<file path="config.mk">
export PLATFORM = sky130hd
export DESIGN_NAME = ctpp_top
export DESIGN_NICKNAME = d
export VERILOG_FILES = /design/src/ctpp_pkg.sv /design/src/ctpp_top.sv
export VERILOG_INCLUDE_DIRS = /design/src /design/src/src
export SDC_FILE = /design/constraint.sdc
export NUM_CORES = 1
export LEC_CHECK = 0
export BUFFER_PORTS_ARGS = -buffer_cell sky130_fd_sc_hd__buf_2
export CAP_MARGIN = 25
export CELL_PAD_IN_SITES_DETAIL_PLACEMENT = 0
export CELL_PAD_IN_SITES_GLOBAL_PLACEMENT = 1
export CORE_MARGIN = 2
export CORE_UTILIZATION = 48
export CTS_CLUSTER_SIZE = 16
export DETAILED_ROUTE_END_ITERATION = 10
export PLACE_DENSITY = 0.93
export SYNTH_ARGS = -nofsm -noshare
export SYNTH_HDL_FRONTEND = slang
export SYNTH_SLANG_ARGS = --single-unit
</file>
<file path="constraint.sdc">
create_clock -name clk_sys -period 3.02 [get_ports clk_sys]
set_input_delay 0.151 -clock clk_sys [delete_from_list [all_inputs] [get_ports clk_sys]]
set_output_delay 0.151 -clock clk_sys [all_outputs]
set_load 0.005 [all_outputs]
</file>
<file path="src/ctpp_defines.svh">
// Register indices, field positions and timing counts of the carrier timer pair
`ifndef CTPP_DEFINES_SVH
`define CTPP_DEFINES_SVH
`define CTPP_IDX_NCTL 4'h0
`define CTPP_IDX_COMMON 4'h1
`define CTPP_IDX_WCTL 4'h2
`define CTPP_IDX_CTL3 4'h3
`define CTPP_IDX_NRLD_LO 4'h4
`define CTPP_IDX_NRLD_HI 4'h5
`define CTPP_IDX_WRLD_LO 4'h6
`define CTPP_IDX_WRLD_HI 4'h7
`define CTPP_IDX_WCAP_LO 4'h8
`define CTPP_IDX_WCAP_HI 4'h9
`define CTPP_IDX_NCAP_LO 4'ha
`define CTPP_IDX_NCAP_HI 4'hb
`define CTPP_CM_MODE 7
`define CTPP_CM_PINSEL 6
`define CTPP_CM_EDGE_HI 5
`define CTPP_CM_EDGE_LO 4
`define CTPP_CM_SUB_HI 3
`define CTPP_CM_SUB_LO 2
`define CTPP_CM_INIT_N 1
`define CTPP_CM_INIT_W 0
`define CTPP_CT_EN 7
`define CTPP_CT_SP 6
`define CTPP_CT_TOF 5
`define CTPP_CT_CIE 2
`define CTPP_CT_TIE 1
`define CTPP_CTL3_RSVD 5'h1f
`define CTPP_FILT_SHORT 4'h4
`define CTPP_FILT_LONG 4'h8
`define CTPP_RST_BYTE 8'h00
`define CTPP_WRAP 16'hffff
`endif

</file>
<file path="src/ctpp_pkg.sv">
// Types shared by the carrier timer pair
package ctpp_pkg;
  typedef enum logic [1:0] {
    CTPP_SUB_NORMAL = 2'h0,
    CTPP_SUB_PINGPONG = 2'h1,
    CTPP_SUB_FORCE_LO = 2'h2,
    CTPP_SUB_FORCE_HI = 2'h3
  } ctpp_submode_type;
  typedef enum logic [1:0] {
    CTPP_EDGE_FALL = 2'h0,
    CTPP_EDGE_RISE = 2'h1,
    CTPP_EDGE_BOTH = 2'h2,
    CTPP_EDGE_BOTH2 = 2'h3
  } ctpp_edge_type;
endpackage

</file>
<file path="src/ctpp_top.sv">
// Carrier timer pair: narrow and wide timers, demodulator capture, APB registers
// Summary of operation
// - Narrow high capture takes the count while the filtered input was high.
// - Narrow low capture takes the count while the filtered input was low.
// - Wide capture splits the wide count: high byte and low byte registers.
// - Glitch filter drops pulses shorter than none, 4 or 8 clocks; 11 reserved.
// - Edge detector pulses on rising, falling or both edges per edge select.
// - Transmit: common bit 1 gives narrow output level before start.
// - Transmit: common bit 0 gives wide output initial level.
// - Mode bit 0 means transmit, otherwise demodulation.
// - Transmit: pin select chooses port value or combined timer output.
// - Demodulation: pin select chooses port2 bit0 or port3 bit1 input.
// - Captures from port3 bit1 also raise external interrupt request two.
// - Hold mode: wide timer ignores edges, captures on narrow timeout, no reload.
// - Writing hold 0 then 1 arms one capture and reload on next edge.
// - Wide timer wraps from zero to all ones, sets flag, may interrupt.
// - Ping-pong starts when software enables either timer.
// - Narrow start loads high or low reload per initial output level.
// - Terminal counts hand over between narrow and wide timers alternately.
// - Each terminal count interrupts when that timer enables it.
// - Writing submode 00 ends ping-pong.
//
// The APB interface to the registers was left to the implementer.
`timescale 1ns/1ps
`include "ctpp_defines.svh"
module ctpp_top #(
  parameter int ADDR_W = 8
) (
  input wire logic clk_sys,
  input wire logic rst,
  input wire logic psel,
  input wire logic penable,
  input wire logic pwrite,
  input wire logic [ADDR_W-1:0] paddr,
  input wire logic [31:0] pwdata,
  output logic [31:0] prdata,
  output logic pready,
  output logic pslverr,
  input wire logic port2_bit0_input,
  input wire logic port3_bit1_input,
  input wire logic port3_bit6_port_value,
  output logic port3_bit6_output,
  output logic narrow_timer_output,
  output logic wide_timer_output,
  output logic narrow_irq,
  output logic wide_irq,
  output logic external_interrupt_request_two
);
  import ctpp_pkg::*;

  logic [7:0] nctl_q, common_q, wctl_q, ctl3_q;
  logic [7:0] nrld_lo_q, nrld_hi_q, wrld_lo_q, wrld_hi_q;
  logic [7:0] wcap_lo_q, wcap_hi_q, ncap_lo_q, ncap_hi_q;
  logic [7:0] n_cnt_q;
  logic [15:0] w_cnt_q;
  logic n_out_q, w_out_q, n_en_prev_q, w_en_prev_q;
  logic filt_q, filt_prev_q, rise_flag_q, fall_flag_q;
  logic [3:0] filt_cnt_q, filt_w;
  logic hold_cleared_q, armed_q;
  logic [31:0] prdata_q;
  logic wr, rd_setup, mapped, tx_mode, pingpong, sel_in;
  logic rise, fall, sel_edge, n_start, w_start, n_run, w_run;
  logic n_tc, w_tc, n_tmo, w_wrap, w_cap_edge, w_cap_tmo, w_cap;
  logic [3:0] idx;
  logic [7:0] wd;
  ctpp_submode_type submode;
  ctpp_edge_type edge_sel;

  // Index decode; byte address is four times the index, upper bits must be zero
  function automatic logic is_mapped(input logic [ADDR_W-1:0] a);
    return (a[1:0] == 2'h0) && (a[ADDR_W-1:6] == '0) && (a[5:2] <= `CTPP_IDX_NCAP_HI);
  endfunction

  // Bus decode; zero wait states, writes commit at the access edge
  assign idx = paddr[5:2];
  assign wd = pwdata[7:0];
  assign mapped = is_mapped(paddr);
  assign wr = psel & penable & pwrite & mapped;
  assign rd_setup = psel & ~penable & ~pwrite;
  assign pready = 1'b1;
  assign pslverr = psel & penable & ~mapped;
  assign prdata = prdata_q;

  // Mode and option decode from the common register
  // transmit when mode is 0
  assign tx_mode = ~common_q[`CTPP_CM_MODE];
  assign submode = ctpp_submode_type'(common_q[`CTPP_CM_SUB_HI:`CTPP_CM_SUB_LO]);
  assign edge_sel = ctpp_edge_type'(common_q[`CTPP_CM_EDGE_HI:`CTPP_CM_EDGE_LO]);
  assign pingpong = tx_mode & (submode == CTPP_SUB_PINGPONG);
  assign sel_in = common_q[`CTPP_CM_PINSEL] ? port3_bit1_input : port2_bit0_input;

  // Timer run and start strobes; a start is the first cycle after enable rises
  // either enable bit starts its timer
  assign n_start = nctl_q[`CTPP_CT_EN] & ~n_en_prev_q;
  assign w_start = wctl_q[`CTPP_CT_EN] & ~w_en_prev_q;
  assign n_run = nctl_q[`CTPP_CT_EN] & n_en_prev_q;
  assign w_run = wctl_q[`CTPP_CT_EN] & w_en_prev_q;
  assign n_tc = tx_mode & n_run & (n_cnt_q == 8'h00);
  assign w_tc = tx_mode & w_run & (w_cnt_q == 16'h0000);
  assign n_tmo = ~tx_mode & n_run & (n_cnt_q == 8'hff);
  assign w_wrap = ~tx_mode & w_run & (w_cnt_q == 16'h0000);

  // edge pulses from the filtered level
  assign rise = ~tx_mode & filt_q & ~filt_prev_q;
  assign fall = ~tx_mode & ~filt_q & filt_prev_q;
  always_comb begin
    unique case (edge_sel)
      CTPP_EDGE_FALL: sel_edge = fall;
      CTPP_EDGE_RISE: sel_edge = rise;
      default: sel_edge = rise | fall;
    endcase
  end

  // hold mode ignores edges and captures on narrow timeout
  assign w_cap_tmo = w_run & wctl_q[`CTPP_CT_SP] & n_tmo;
  // edge capture in normal mode, or once when armed in hold mode
  assign w_cap_edge = w_run & sel_edge & (~wctl_q[`CTPP_CT_SP] | armed_q);
  assign w_cap = w_cap_edge | w_cap_tmo;

  // glitch filter width; reserved code behaves as no filter
  always_comb begin
    unique case (common_q[`CTPP_CM_SUB_HI:`CTPP_CM_SUB_LO])
      2'h1: filt_w = `CTPP_FILT_SHORT;
      2'h2: filt_w = `CTPP_FILT_LONG;
      default: filt_w = 4'h0;
    endcase
  end

  // Filter: level moves only after the input differs for the full width
  always_ff @(posedge clk_sys) begin
    if (rst) begin
      filt_q <= 1'b0;
      filt_cnt_q <= 4'h0;
      filt_prev_q <= 1'b0;
    end else begin
      filt_prev_q <= filt_q;
      // drop pulses narrower than the width
      if (sel_in == filt_q) begin
        filt_cnt_q <= 4'h0;
      end else if (filt_w == 4'h0 || filt_cnt_q == filt_w - 4'h1) begin
        filt_q <= sel_in;
        filt_cnt_q <= 4'h0;
      end else begin
        filt_cnt_q <= filt_cnt_q + 4'h1;
      end
    end
  end

  // Control registers; hardware sets win over software clears
  always_ff @(posedge clk_sys) begin
    if (rst) begin
      nctl_q <= `CTPP_RST_BYTE;
      wctl_q <= `CTPP_RST_BYTE;
      common_q <= `CTPP_RST_BYTE;
      ctl3_q <= `CTPP_RST_BYTE;
    end else begin
      if (wr && idx == `CTPP_IDX_NCTL) nctl_q <= {wd[7:6], nctl_q[5] & ~wd[5], wd[4:0]};
      if (wr && idx == `CTPP_IDX_WCTL) wctl_q <= {wd[7:6], wctl_q[5] & ~wd[5], wd[4:0]};
      if (wr && idx == `CTPP_IDX_COMMON) begin
        // Init level bits only take writes in transmit; in demod they clear flags
        common_q[7:2] <= wd[7:2];
        if (tx_mode) common_q[1:0] <= wd[1:0];
      end
      // only the upper bits of control three store
      if (wr && idx == `CTPP_IDX_CTL3) ctl3_q <= {wd[7:5], 5'h00};
      // terminal count hands the run over in ping-pong
      if (n_tc && (pingpong || nctl_q[`CTPP_CT_SP])) nctl_q[`CTPP_CT_EN] <= 1'b0;
      if (w_tc && pingpong) nctl_q[`CTPP_CT_EN] <= 1'b1;
      if (w_tc && (pingpong || wctl_q[`CTPP_CT_SP])) wctl_q[`CTPP_CT_EN] <= 1'b0;
      if (n_tc && pingpong) wctl_q[`CTPP_CT_EN] <= 1'b1;
      if (n_tc || n_tmo) nctl_q[`CTPP_CT_TOF] <= 1'b1;
      if (w_tc || w_wrap) wctl_q[`CTPP_CT_TOF] <= 1'b1;
    end
  end

  // sticky edge flags; set wins over a write-one clear
  always_ff @(posedge clk_sys) begin
    if (rst) begin
      rise_flag_q <= 1'b0;
      fall_flag_q <= 1'b0;
    end else begin
      if (rise) begin
        rise_flag_q <= 1'b1;
      end else if (wr && idx == `CTPP_IDX_COMMON && !tx_mode && wd[`CTPP_CM_INIT_N]) begin
        rise_flag_q <= 1'b0;
      end
      if (fall) begin
        fall_flag_q <= 1'b1;
      end else if (wr && idx == `CTPP_IDX_COMMON && !tx_mode && wd[`CTPP_CM_INIT_W]) begin
        fall_flag_q <= 1'b0;
      end
    end
  end

  // arm a single capture after hold is written 0 then 1
  always_ff @(posedge clk_sys) begin
    if (rst) begin
      hold_cleared_q <= 1'b0;
      armed_q <= 1'b0;
    end else begin
      if (wr && idx == `CTPP_IDX_WCTL) begin
        hold_cleared_q <= ~wd[`CTPP_CT_SP];
        armed_q <= wd[`CTPP_CT_SP] & hold_cleared_q;
      end else if (w_cap_edge) begin
        armed_q <= 1'b0;
      end
    end
  end

  // Reload registers, written by software at the access edge
  always_ff @(posedge clk_sys) begin
    if (rst) begin
      nrld_lo_q <= `CTPP_RST_BYTE;
      nrld_hi_q <= `CTPP_RST_BYTE;
      wrld_lo_q <= `CTPP_RST_BYTE;
      wrld_hi_q <= `CTPP_RST_BYTE;
    end else if (wr) begin
      if (idx == `CTPP_IDX_NRLD_LO) nrld_lo_q <= wd;
      if (idx == `CTPP_IDX_NRLD_HI) nrld_hi_q <= wd;
      if (idx == `CTPP_IDX_WRLD_LO) wrld_lo_q <= wd;
      if (idx == `CTPP_IDX_WRLD_HI) wrld_hi_q <= wd;
    end
  end

  // Narrow timer: transmit waveform or demodulator level counter
  always_ff @(posedge clk_sys) begin
    if (rst) begin
      n_cnt_q <= 8'h00;
      n_out_q <= 1'b0;
      n_en_prev_q <= 1'b0;
      ncap_lo_q <= `CTPP_RST_BYTE;
      ncap_hi_q <= `CTPP_RST_BYTE;
    end else begin
      n_en_prev_q <= nctl_q[`CTPP_CT_EN];
      if (wr && idx == `CTPP_IDX_NCAP_LO) ncap_lo_q <= wd;
      if (wr && idx == `CTPP_IDX_NCAP_HI) ncap_hi_q <= wd;
      if (tx_mode) begin
        if (!nctl_q[`CTPP_CT_EN]) begin
          // idle level follows the programmed start level
          n_out_q <= common_q[`CTPP_CM_INIT_N];
        end else if (n_start) begin
          // reload byte chosen by the start level
          n_out_q <= common_q[`CTPP_CM_INIT_N];
          n_cnt_q <= common_q[`CTPP_CM_INIT_N] ? nrld_hi_q : nrld_lo_q;
        end else if (n_tc) begin
          n_out_q <= ~n_out_q;
          n_cnt_q <= n_out_q ? nrld_lo_q : nrld_hi_q;
        end else begin
          n_cnt_q <= n_cnt_q - 8'h01;
        end
      end else if (filt_q != filt_prev_q) begin
        if (filt_prev_q) ncap_hi_q <= n_cnt_q;
        else ncap_lo_q <= n_cnt_q;
        n_cnt_q <= 8'h00;
      end else if (n_run) begin
        n_cnt_q <= n_cnt_q + 8'h01;
      end
    end
  end

  // Wide timer: transmit waveform or demodulator down counter
  always_ff @(posedge clk_sys) begin
    if (rst) begin
      w_cnt_q <= 16'h0000;
      w_out_q <= 1'b0;
      w_en_prev_q <= 1'b0;
      wcap_lo_q <= `CTPP_RST_BYTE;
      wcap_hi_q <= `CTPP_RST_BYTE;
    end else begin
      w_en_prev_q <= wctl_q[`CTPP_CT_EN];
      if (wr && idx == `CTPP_IDX_WCAP_LO) wcap_lo_q <= wd;
      if (wr && idx == `CTPP_IDX_WCAP_HI) wcap_hi_q <= wd;
      if (tx_mode) begin
        if (submode == CTPP_SUB_FORCE_LO) begin
          w_out_q <= 1'b0;
        end else if (submode == CTPP_SUB_FORCE_HI) begin
          w_out_q <= 1'b1;
        end else if (!wctl_q[`CTPP_CT_EN] || w_start) begin
          w_out_q <= common_q[`CTPP_CM_INIT_W];
        end else if (w_tc) begin
          w_out_q <= ~w_out_q;
        end
        if (w_start || w_tc) begin
          w_cnt_q <= {wrld_hi_q, wrld_lo_q};
        end else if (w_run) begin
          w_cnt_q <= w_cnt_q - 16'h0001;
        end
      end else begin
        if (w_cap) begin
          wcap_hi_q <= w_cnt_q[15:8];
          wcap_lo_q <= w_cnt_q[7:0];
        end
        if (w_start || w_cap_edge) begin
          w_cnt_q <= {wrld_hi_q, wrld_lo_q};
        end else if (w_wrap) begin
          w_cnt_q <= `CTPP_WRAP;
        end else if (w_run) begin
          w_cnt_q <= w_cnt_q - 16'h0001;
        end
      end
    end
  end

  // Pin and interrupt outputs, registered so they never glitch
  always_ff @(posedge clk_sys) begin
    if (rst) begin
      port3_bit6_output <= 1'b0;
      narrow_irq <= 1'b0;
      wide_irq <= 1'b0;
      external_interrupt_request_two <= 1'b0;
    end else begin
      // combined output is the OR of both timer outputs
      port3_bit6_output <= (tx_mode & common_q[`CTPP_CM_PINSEL]) ?
                           (n_out_q | w_out_q) : port3_bit6_port_value;
      // terminal count interrupts per timer enable
      narrow_irq <= (n_tc | n_tmo) & nctl_q[`CTPP_CT_TIE];
      wide_irq <= ((w_tc | w_wrap) & wctl_q[`CTPP_CT_TIE]) | (w_cap & wctl_q[`CTPP_CT_CIE]);
      // port3 captures also request external interrupt two
      external_interrupt_request_two <= w_cap & common_q[`CTPP_CM_PINSEL];
    end
  end
  assign narrow_timer_output = n_out_q;
  assign wide_timer_output = w_out_q;

  // Read data is latched in the setup cycle and held through the access
  always_ff @(posedge clk_sys) begin
    if (rst) begin
      prdata_q <= 32'h0000_0000;
    end else if (rd_setup) begin
      prdata_q <= 32'h0000_0000;
      if (mapped) begin
        unique case (idx)
          `CTPP_IDX_NCTL: prdata_q[7:0] <= nctl_q;
          `CTPP_IDX_COMMON: prdata_q[7:0] <= tx_mode ? common_q :
                                             {common_q[7:2], rise_flag_q, fall_flag_q};
          `CTPP_IDX_WCTL: prdata_q[7:0] <= wctl_q;
          `CTPP_IDX_CTL3: prdata_q[7:0] <= {ctl3_q[7:5], `CTPP_CTL3_RSVD};
          `CTPP_IDX_NRLD_LO: prdata_q[7:0] <= nrld_lo_q;
          `CTPP_IDX_NRLD_HI: prdata_q[7:0] <= nrld_hi_q;
          `CTPP_IDX_WRLD_LO: prdata_q[7:0] <= wrld_lo_q;
          `CTPP_IDX_WRLD_HI: prdata_q[7:0] <= wrld_hi_q;
          `CTPP_IDX_WCAP_LO: prdata_q[7:0] <= wcap_lo_q;
          `CTPP_IDX_WCAP_HI: prdata_q[7:0] <= wcap_hi_q;
          `CTPP_IDX_NCAP_LO: prdata_q[7:0] <= ncap_lo_q;
          default: prdata_q[7:0] <= ncap_hi_q;
        endcase
      end
    end
  end

  // Checks on the block's own behaviour
  filter_four_a: assert property (@(posedge clk_sys) disable iff (rst)
    ($changed(filt_q) && $past(filt_w) == `CTPP_FILT_SHORT) |-> ($past(sel_in, 1) == filt_q &&
    $past(sel_in, 4) == filt_q))
    else $error("filter passed a short pulse");
  narrow_high_cap_a: assert property (@(posedge clk_sys) disable iff (rst)
    (!tx_mode && $fell(filt_q) && !wr) |=> ncap_hi_q == $past(n_cnt_q))
    else $error("narrow high capture wrong");
  wide_cap_split_a: assert property (@(posedge clk_sys) disable iff (rst)
    (!tx_mode && w_cap && !wr) |=> {wcap_hi_q, wcap_lo_q} == $past(w_cnt_q))
    else $error("wide capture split wrong");
  wide_wrap_a: assert property (@(posedge clk_sys) disable iff (rst)
    (w_wrap && !w_cap_edge) |=> (w_cnt_q == `CTPP_WRAP && wctl_q[`CTPP_CT_TOF]))
    else $error("wide wrap missing");
  pingpong_hand_a: assert property (@(posedge clk_sys) disable iff (rst)
    (n_tc && pingpong) |=> (!nctl_q[`CTPP_CT_EN] && wctl_q[`CTPP_CT_EN]) ##1
    (w_cnt_q == {wrld_hi_q, wrld_lo_q}))
    else $error("ping-pong handover wrong");
  force_low_a: assert property (@(posedge clk_sys) disable iff (rst)
    (tx_mode && submode == CTPP_SUB_FORCE_LO) |=> !wide_timer_output)
    else $error("wide output not forced low");
  ctl3_ones_a: assert property (@(posedge clk_sys) disable iff (rst)
    (rd_setup && mapped && idx == `CTPP_IDX_CTL3) |=> prdata[4:0] == 5'h1f)
    else $error("control three reserved bits wrong");
  ext_irq_two_a: assert property (@(posedge clk_sys) disable iff (rst)
    (w_cap && common_q[`CTPP_CM_PINSEL]) |=> external_interrupt_request_two)
    else $error("external request two missing");
  rise_flag_a: assert property (@(posedge clk_sys) disable iff (rst)
    rise |=> rise_flag_q)
    else $error("rising flag not set");
endmodule
</file>
==> impl_metrics.env <==
export IMPL_synth_xor_area_share_pct=2.66
export IMPL_crit_arrival_ns=2.72
export IMPL_yosys_most_used_dff="dfxtp_1"
export IMPL_dieArea_um2=17500
export IMPL_clk_path_buf_depth=2
export IMPL_synth_compound_area_share_pct=20.0
export IMPL_synth_most_common_cell="dfxtp_1"
export IMPL_fp_dieH_um=132
export IMPL_crit_path_frequent_cell="buf_4"
export IMPL_busiest_layer="met2"
export IMPL_crit_path_top_delay_cell="dfxtp_1"
export IMPL_antenna_found_initial=0
export IMPL_combPwrFrac_pct=5.7
export IMPL_syn_area_per_cell_um2=8.30
export IMPL_yosys_warnings=0
export IMPL_seq_area_frac_synth_pct=35.7
export IMPL_drc_errors=0
export IMPL_grt_pass1_vias=6526
export IMPL_max_slew_margin_pct=47.9
export IMPL_ant_nets=0
export IMPL_portBuffers=38
export IMPL_cp_cell_sequence="ha_1 -> nand3_1 -> nor4_1 -> buf_4 -> a22oi_2 -> buf_4 -> o21ai_0 -> a21oi_1"
export IMPL_track_usage_pct=27.6
export IMPL_seqPwrFrac_pct=43.5
export IMPL_required_ns=3.32
export IMPL_clk_latency_ns=0.43
export IMPL_cts_inserted_buffers=17
export IMPL_largest_register="w_cnt_q"
export IMPL_overflow=0
export IMPL_max_freq_ghz=0.413
export IMPL_grt_max_degree=60
export IMPL_grt_use_met3_pct=4.81
export IMPL_initial_core_util_pct=49.5
export IMPL_ir_drop_mv=0.381
export IMPL_cp_end_kind="flip-flop"
export IMPL_post_route_period_util_pct=80.2
export IMPL_max_stage_delay_ns=0.58
export IMPL_synth_mux_area_share_pct=12.7
export IMPL_gp_congestion=0.963
export IMPL_cts_tree="done"
export IMPL_path_clk_slew_ns=0.06
export IMPL_core_um2=16000
export IMPL_die_x_um=132
export IMPL_final_cells=1182
export IMPL_diodes=0
export IMPL_power_density_nw_per_um2=494
export IMPL_grt_pass1_wl_mm=37.6
export IMPL_routed_wl_mm=24.4
export IMPL_dp_cells=1152
export IMPL_hp_class="in2reg"
export IMPL_drv_slew=0
export IMPL_synth_simple_area_share_pct=20.3
export IMPL_postCtsHoldBufs=0
export IMPL_grtUsageMet1_pct=38.7
export IMPL_via_per_inst=6.19
export IMPL_syn_inst=953
export IMPL_syn2layout_area_growth_pct=10.4
export IMPL_worstMarginPinSlew_ns=0.781
export IMPL_fill_cells=1534
export IMPL_status="finished, final reports clean"
export IMPL_synth_async_reset_ratio_pct=0
export IMPL_start_kind="flip-flop"
export IMPL_syn_area_um2=7910
export IMPL_cts_root_buffer="clkbuf_16"
export IMPL_firstDrtPassIters=6
export IMPL_yosys_register_bits=141
export IMPL_fin_nets=1011
export IMPL_yosysTopAreaCell="dfxtp_1"
export IMPL_rsz0062_at_grt="no"
export IMPL_hold_viol=0
export IMPL_dp_hpwl_mm=17.0
export IMPL_drv_cap=0
export IMPL_synthAdderAreaFrac_pct=1.26
export IMPL_cts_sinks=141
export IMPL_intPower_w=0.00333
export IMPL_setup_violations=0
export IMPL_leakage_nw=3.30
export IMPL_critPathTopFamily="flip-flops"
export IMPL_min_period_ns=2.42
export IMPL_htree_levels=4
export IMPL_detail_route_wl_per_cell_um=20.6
export IMPL_detailedRoute_firstIterationViolations=1052
export IMPL_pwr_share_clk_pct=50.8
export IMPL_p_sw_w=0.000981
export IMPL_post_cts_buffers=0
export IMPL_synthDistinctLibCells=75
export IMPL_synth_top_family_by_area="simple AND/OR/NAND/NOR gates"
export IMPL_crit_type="reg2reg"
export IMPL_synth_top_cell_area_share_pct=35.7
export IMPL_cts_resized=0
export IMPL_synth_area_top_cells="dfxtp_1 36%, mux2i_1 11%, a21oi_1 4.7%, nor2_1 4.2%, nand2_1 3.7%"
export IMPL_cp_max_fo=34
export IMPL_vias=7320
export IMPL_swShare_pct=22.7
export IMPL_top_level_ports=88
export IMPL_finClkSkew_ns=0.00653
export IMPL_largest_reg_flops=16
export IMPL_yosys_top_cells_count="141 x dfxtp_1, 89 x nor2_1, 85 x mux2i_1, 78 x nand2_1, 75 x a21oi_1"
export IMPL_path_buf_inv=2
export IMPL_drive_gt1_share_pct=12.2
export IMPL_use_met2_pct=42.7
export IMPL_setup_tns_ns=0
export IMPL_num_rows=46
export IMPL_synth_edf_count=0
==> worst paths after layout <==
path | start | endpoint | slack, ns | cells past startpoint
max | n_cnt_q[0] | wcap_hi_q[3] | 0.60 | 8
max reg2reg | n_cnt_q[0] | wcap_hi_q[3] | 0.60 | 8
min reg2reg | filt_cnt_q[0] | filt_cnt_q[0] | 0.45 | 1
min | port3_bit6_port_value | port3_bit6_output | 0.03 | 3
==> kinds of logic (layout without fill, tap and decap cells) <==
group,count (synthesis),after routing
compound gates,243,243
simple gates,318,318
buf+inv,119,109
mux,98,98
flops,141,141
fa+ha+maj,8,8
other cells,2,25
xor+xnor,24,24
==> cells in the final DEF, fill, tap and decap left out, types with 14 or more instances in the layout <==
cell type  synthesis  final
a311oi_1          14     14
buf_4             26     24
a211oi_1          22     22
nor2_1            89     89
mux2i_1           85     85
clkbuf_16          0     17
xnor2_1           16     16
dfxtp_1          141    141
buf_2             18     37
nand2_1           78     78
nand3_1           47     47
o21ai_0           56     56
a21oi_1           75     75
inv_1             17     17
conb_1             2     25
==> cell type report <==
| type | instances | area [µm²] | share of cell area [%] |
|---|---|---|---|
| flip-flops and latches | 141 | 2820 | 32.3 |
| well taps | 216 | 270 | 3.09 |
| clock inverters | 6 | 108 | 1.23 |
| multi-input cells | 716 | 4600 | 52.7 |
| inverters | 18 | 67.6 | 0.773 |
| repair buffers | 61 | 365 | 4.18 |
| clock buffers | 24 | 502 | 5.74 |
==> per-layer routing <==
| layer | up-vias | part of all wire (%) |
|---|---|---|
| met2 | 373 | 45 |
| met1 | 3470 | 43 |
| met5 | - | 0 |
| li1 | 3421 | - |
| met4 | 0 | 3.2 |
| met3 | 56 | 8.7 |
==> worst register-to-register path: stages, from the launching register on <==
cell and delay (ns):
dfxtp_1 0.58, ha_1 0.27, nand3_1 0.18, nor4_1 0.37, buf_4 0.20, a22oi_2 0.06
buf_4 0.27, o21ai_0 0.31, a21oi_1 0.07
==> power groups by stage <==
stage               Clock, W  Sequential (W)  Combinational (W)
detailed placement         0         0.00192           0.000237
finish               0.00219         0.00188           0.000246
CTS                  0.00220         0.00188           0.000239
floorplan                  0         0.00191           0.000186
global placement           0         0.00192           0.000237
global route         0.00229         0.00188           0.000260
==> through the flow <==
step	hold slack (ns)	utilization [%]	cell area (µm²)	total power (W)	setup slack, ns
final	0.0332	54.6	8740	0.00431	0.599
after global routing	0.0649	54.6	8740	0.00443	0.493
after CTS	0.0246	54.6	8740	0.00432	0.676
after detailed placement	0.441	50.8	8130	0.00215	0.686
after global placement	0.434	50.8	8130	0.00215	0.677
after floorplan	0.321	-	8000	0.00209	1.01
No activity file was read; power rests on OpenSTA's default activity.
